[src/common/flash_adc_regs.vh]
// constants for the flash converter output pipeline
`ifndef FLASH_ADC_REGS_VH
`define FLASH_ADC_REGS_VH

`define ADC_DATA_BITS      7
`define ADC_LEVELS         128
`define ADC_CODE_ZERO      7'h00
`define ADC_CODE_HALF      7'h40
`define ADC_CODE_FULL      7'h7F
`define ADC_OVF_BIT        7
`define ADC_RESULT_RESET   8'h00
`define ADC_SAMPLE_NS      12
`define ADC_CLK_NS         10
`define ADC_SAMPLE_CYCLES  ((`ADC_SAMPLE_NS + `ADC_CLK_NS - 1) / `ADC_CLK_NS)
`define ADC_SLOW_RATE_KHZ  100

`endif

[src/hw/flash_adc_pipeline.v]
// clocked output pipeline of a 7-bit flash converter
//
// Operation
// - The converter clock high is auto-zero and clock low is sampling, and only it sequences work.
// - While sampling, comparator decisions are latched and encoded to a 7-bit result.
// - On the converter clock rising, the encoder result loads into the output latch.
// - In continuous running one new result appears per converter clock cycle.
// - Data is straight binary: 00 at zero, 40 at half scale, 7F at full scale, overflow clear.
// - At the overflow level the overflow bit sets and all data bits stay one (FF).
// - Data bits drive only when data select low is 0 and output select is 1; overflow when output select is 1.
`timescale 1ns/1ns
`include "flash_adc_regs.vh"
module flash_adc_pipeline #(
  parameter LEVELS = `ADC_LEVELS,
  parameter BITS   = `ADC_DATA_BITS
) (
  // system
  input  wire              clk_sys,
  input  wire              srst,
  // converter clock and comparator bank, both from pins
  input  wire              conv_clk,
  input  wire [LEVELS-1:0] comparators,
  // output enables, from pins
  input  wire              data_select_active_low,
  input  wire              output_select_active_high,
  // three-state outputs
  output reg  [BITS-1:0]   data_out,
  output reg  [BITS-1:0]   data_oe,
  output reg               overflow_out,
  output reg               overflow_oe,
  // one-cycle pulse one cycle before a new result is presented
  output reg               result_strobe
);
  localparam ST_AUTOZERO = 2'b01;
  localparam ST_SAMPLE   = 2'b10;

  // two-stage synchronisers
  reg              clk_s1_reg, clk_s2_reg;
  reg [LEVELS-1:0] cmp_s1_reg, cmp_s2_reg;
  reg              dsel_s1_reg, dsel_s2_reg;
  reg              osel_s1_reg, osel_s2_reg;
  reg [1:0]        state_reg;
  reg [1:0]        state_next;
  reg [LEVELS-1:0] latch_reg;
  reg [BITS:0]     result_reg;
  wire [BITS:0]    enc_code;
  wire             sampling;
  wire             rising;

  always @(posedge clk_sys) begin
    clk_s1_reg  <= conv_clk;
    clk_s2_reg  <= clk_s1_reg;
    cmp_s1_reg  <= comparators;
    cmp_s2_reg  <= cmp_s1_reg;
    dsel_s1_reg <= data_select_active_low;
    dsel_s2_reg <= dsel_s1_reg;
    osel_s1_reg <= output_select_active_high;
    osel_s2_reg <= osel_s1_reg;
  end

  assign sampling = (state_reg == ST_SAMPLE);
  assign rising   = sampling && clk_s2_reg;

  // phase follows the converter clock level alone
  always @* begin
    state_next = state_reg;
    case (state_reg)
      ST_AUTOZERO: if (!clk_s2_reg) state_next = ST_SAMPLE;
      ST_SAMPLE:   if (clk_s2_reg)  state_next = ST_AUTOZERO;
      default:     state_next = ST_AUTOZERO;
    endcase
  end

  // latches are transparent while sampling, frozen in auto-zero
  always @(posedge clk_sys) begin
    if (srst) begin
      state_reg <= ST_AUTOZERO;
      latch_reg <= {LEVELS{1'b0}};
    end else begin
      state_reg <= state_next;
      if (sampling && !clk_s2_reg) begin
        latch_reg <= cmp_s2_reg;
      end
    end
  end

  // encoder also tracks during sampling so its code is ready at the rise
  thermo_encoder #(
    .LEVELS (LEVELS),
    .BITS   (BITS)
  ) u_enc (
    .clk_sys  (clk_sys),
    .load     (sampling),
    .thermo   (latch_reg),
    .code_reg (enc_code)
  );

  // output latch; every rising edge gives one new pipelined result
  // a full count of LEVELS means overflow; data bits then stay all ones
  always @(posedge clk_sys) begin
    if (srst) begin
      result_reg    <= `ADC_RESULT_RESET;
      result_strobe <= 1'b0;
    end else begin
      result_strobe <= rising;
      if (rising) begin
        // straight binary, overflow keeps data high
        result_reg <= enc_code[BITS] ? {1'b1, {BITS{1'b1}}} : {1'b0, enc_code[BITS-1:0]};
      end
    end
  end

  // three-state control, registered to keep outputs glitch free
  always @(posedge clk_sys) begin
    if (srst) begin
      data_out     <= {BITS{1'b0}};
      data_oe      <= {BITS{1'b0}};
      overflow_out <= 1'b0;
      overflow_oe  <= 1'b0;
    end else begin
      data_out     <= result_reg[BITS-1:0];
      overflow_out <= result_reg[BITS];
      data_oe      <= {BITS{~dsel_s2_reg & osel_s2_reg}};
      overflow_oe  <= osel_s2_reg;
    end
  end
endmodule

[src/hw/thermo_encoder.v]
// thermometer to binary encoder with registered result
`timescale 1ns/1ns
module thermo_encoder #(
  parameter LEVELS = 128,
  parameter BITS   = 7
) (
  // clock
  input  wire              clk_sys,
  // control
  input  wire              load,
  input  wire [LEVELS-1:0] thermo,
  // result
  output reg  [BITS:0]     code_reg
);
  reg [BITS:0] count;
  integer      i;

  // count set comparators; a bubble costs one code, not a wild jump
  always @* begin
    count = {(BITS+1){1'b0}};
    for (i = 0; i < LEVELS; i = i + 1) begin
      count = count + {{BITS{1'b0}}, thermo[i]};
    end
  end

  // registered read data, updated while the latches are loaded
  always @(posedge clk_sys) begin
    if (load) begin
      code_reg <= count;
    end
  end
endmodule

[config.mk]
export PLATFORM = sky130hd
export DESIGN_NAME = flash_adc_pipeline
export DESIGN_NICKNAME = d
export VERILOG_FILES = /design/src/hw/flash_adc_pipeline.v /design/src/hw/thermo_encoder.v
export VERILOG_INCLUDE_DIRS = /design/src /design/src/common
export SDC_FILE = /design/constraint.sdc
export NUM_CORES = 1
export LEC_CHECK = 0
export BUFFER_PORTS_ARGS = -buffer_cell sky130_fd_sc_hd__buf_2
export CAP_MARGIN = 40
export CORE_MARGIN = 4
export CORE_UTILIZATION = 40
export CTS_CLUSTER_DIAMETER = 30
export CTS_CLUSTER_SIZE = 25
export DETAILED_ROUTE_END_ITERATION = 16
export PLACE_DENSITY = 0.66
export SYNTH_ARGS = -nofsm -noshare
export SYNTH_HDL_FRONTEND = slang
export SYNTH_SLANG_ARGS = --single-unit
[constraint.sdc]
create_clock -name clk_sys -period 7.1 [get_ports clk_sys]
set_clock_uncertainty 0.2 [all_clocks]
set_input_delay 2.13 -clock clk_sys [delete_from_list [all_inputs] [get_ports clk_sys]]
set_output_delay 2.13 -clock clk_sys [all_outputs]
set_load 0.005 [all_outputs]
==> flow_summary.yaml <==
logic_synthesis:
  synth_xor_area_share_pct: 0.249
  async_flop_share_pct: 0
  ys_warn_count: 0
  synth_top_area_share_pct: 58.6
  yosysSeqAreaShare_pct: 60.3
  synth_largest_area_cell: "dfxtp_1"
  synth.area.top_cells: "dfxtp_1 (59%), fa_1 (16%), nand2_1 (6.9%)"
  synth_top_family_by_area: "adder cells"
  synth_fa_ha_area_share_pct: 18.7
  yosys-top-cells-count: "dfxtp_1 (411), nand2_1 (260), inv_1 (172), a21oi_1 (132), fa_1 (115)"
  ys_ff_latch: 419
  synth.distinct_cells: 29
  syn_area_sq_mm: 0.0140
  synthCells: 1232
  synth_nets: 1506
  synthFlopType: "dfxtp_1"
  muxShareOfSynthArea_pct: 0.0713
  synth_area_per_cell_sq_um: 11.4
  synth_edf_count: 8
  synthSimpleGateAreaFrac_pct: 8.61
  synth_compound_area_share_pct: 5.13
  synthMostInstantiatedCell: "dfxtp_1"
floorplan:
  ios: 150
  start_util_pct: 40.6
  dieWidth_um: 195
  core_region_area_sq_mm: 0.0346
  num_rows: 68
  fp.dieH_um: 195
  dieArea_sq_mm: 0.0382
sta:
  worst_slack_ns: -0.136
  hold_violations: 0
  slew_headroom_pct: 63.3
  fin_hold_ws_ns: 0.100
  drv_slew: 0
  fin_crit_sh_pct: 102
  timing.final.crit_period_ns: 7.24
  rsz0062_at_grt: "true"
  worst_pin_slew_ns: 0.550
  finalSetupViolCount: 1
  setup_tns_ns: -0.136
  fmax_mhz: 138
clock_tree:
  insertion_delay_ns: 0.57
  ctsHtreeMaxLevel: 3
  path_clk_slew_ns: 0.05
  cts_buffers: 73
  cts_root_buf: "clkbuf_16"
  cts_tree: "built"
  cts.path.max_buffers: 3
  cts.sinks: 419
pwr:
  powerDensity_mw_per_mm2: 348
  intPower_w: 0.00485
  switching_share_pct: 21.7
  power_frac_comb_pct: 3.2
  p_sw_w: 0.00134
  p_seq_share_pct: 40.2
  p_leak_nw: 7.63
  power_frac_clock_pct: 56.6
  totalPowerFinal_w: 0.00619
  peakVddDrop_v: 0.000247
worst_setup_path:
  critPathKind: "reg -> reg"
  crit_path_cell_trace: "inv_2 -> fa_1 -> inv_1 -> fa_1 -> inv_1 -> fa_1 -> inv_1 -> fa_1 -> inv_2 -> fa_1 -> fa_1 -> fa_1 -> fa_1 -> fa_1 -> fa_1 -> fa_2 -> fa_2 -> nor2b_2 -> o31a_1 -> mux2i_1 -> nand2_1"
  crit_top_cell: "fa_1"
  ff2ff_setup_slack_ns: -0.14
  required_ns: 7.19
  crit_path_top_delay_cell: "fa_1"
  crit_path_max_fanout: 2
  critPathMaxStageDelay_ns: 0.55
  arrival_ns: 7.33
  worstSetupEndpointType: "flip-flop"
  start_kind: "flip-flop"
status:
  violations: "negative setup slack"
  outcome: "finished with violations"
placement:
  dpl.cell_count: 1792
  io_buffers: 149
  globalplace.congestion: 0.812
  hpwl_mm: 18.6
detailed_routing:
  drt-wirelength-per-cell_um: 13.9
  vias: 8327
  wirelength_mm: 26.7
  via_per_inst: 4.32
  drc: 0
  drtIter0Drc: 315
  ant_nets: 0
  firstDrtPassIters: 5
finish:
  fillers: 2999
  layout.cells.non_filler: 1926
  final_nets: 1687
  drive_gt1_share_pct: 20.9
  area_growth_pct: 26.5
grt:
  grt_max_degree: 70
  grt-ovfl-total: 0
  grt_pass1_vias: 8958
  antenna_found_initial: 1
  grt_pass1_wl_mm: 43.8
  gr-usage-all-layers_pct: 14.3
hold_path:
  min_path_type: "reg -> reg"
flow_run:
  maxCapViolCount: 0
final cells by class:
cell class	instances	area, sq um	area share [%]
flip-flops and latches	419	8480	47.7
multi-input cells	589	4630	26.1
clock buffers	90	2070	11.7
repair buffers	158	868	4.89
inverters	172	646	3.63
well taps	455	569	3.20
clock inverters	42	497	2.80
diodes	1	2.50	0.0141
per-stage QoR:
step	cell area [sq um]	setup slack, ns	util (%)
CTS	17700	-0.132	51.3
global placement	15100	-0.0731	43.6
finish	17800	-0.136	51.3
global route	17800	-0.358	51.3
detailed placement	15200	-0.219	43.8
floorplan	14000	0.0443	-
power by group through the flow:
stage / Sequential, W / Clock (W) / Combinational (W)
after floorplan: 0.00252 / 0 / 0.000127
after global placement: 0.00253 / 0 / 0.000187
after detailed placement: 0.00253 / 0 / 0.000200
after CTS: 0.00249 / 0.00357 / 0.000202
after global routing: 0.00249 / 0.00369 / 0.000230
final: 0.00249 / 0.00351 / 0.000196
metal layers:
| metal | GRT usage [%] | wire [um] | vias up |
|---|---|---|---|
| li1 | - | - | 4134 |
| met1 | 17.5 | 11400 | 3968 |
| met2 | 24.3 | 13300 | 175 |
| met3 | 3.76 | 1320 | 50 |
| met4 | 5.74 | 622 | 0 |
| met5 | 0 | 0 | - |
kinds of logic (layout without fill, tap and decap cells):
logic type | count (synthesis) | in the layout
other | 0 | 1
flip-flops | 419 | 419
multiplexers | 1 | 1
AND/OR/NAND/NOR | 303 | 303
adder cells (fa/ha/maj) | 141 | 141
XOR/XNOR | 4 | 4
buffers and inverters | 224 | 462
AO/OA/AOI/OAI | 140 | 140
what timing repair did:
| action | 4_1_cts | 5_1_grt |
|---|---|---|
| setup buffers | 0 | 1 |
| pin swaps | 6 | 5 |
| resized for setup | 6 | 7 |
| endpoints found under the setup margin | 2 | 4 |
| hold buffers | 0 | 0 |
layout by cell type (no fill, tap or decap), types with 2 or more instances in the layout:
master,n
xnor2_1,4
nor2_1,9
fa_1,113
inv_1,168
buf_16,2
inv_6,9
clkinv_2,7
clkbuf_16,75
fa_2,2
dfxtp_1,404
inv_8,5
nand2_1,260
clkinv_8,4
dfxtp_2,7
clkinvlp_4,2
nor2b_1,11
edfxtp_1,8
ha_1,25
inv_2,4
clkbuf_8,14
nor3_1,17
clkinv_4,8
bufinv_16,5
buf_2,148
a21oi_1,132
buf_4,7
o21ai_0,2
path summary, 6_finish.rpt:
path	from	endpoint	depth (start not counted)
worst max-delay path	latch_reg[36]$_SDFFE_PP0P_	u_enc.code_reg[6]$_DFFE_PN_	21
worst max register to register	latch_reg[36]$_SDFFE_PP0P_	u_enc.code_reg[6]$_DFFE_PN_	21
worst min-delay path	cmp_s1_reg[69]$_DFF_P_	cmp_s2_reg[69]$_DFF_P_	0
worst min register to register	cmp_s1_reg[69]$_DFF_P_	cmp_s2_reg[69]$_DFF_P_	0
critical path: cells and delay by family, from the launching register on:
family / cells / cell delay (ns)
compound gates: 1 / 0.16
fa+ha+maj: 12 / 5.63
buf+inv: 5 / 0.23
flops: 1 / 0.33
mux: 1 / 0.19
simple gates: 2 / 0.23
(Power assumes the default switching activity.)
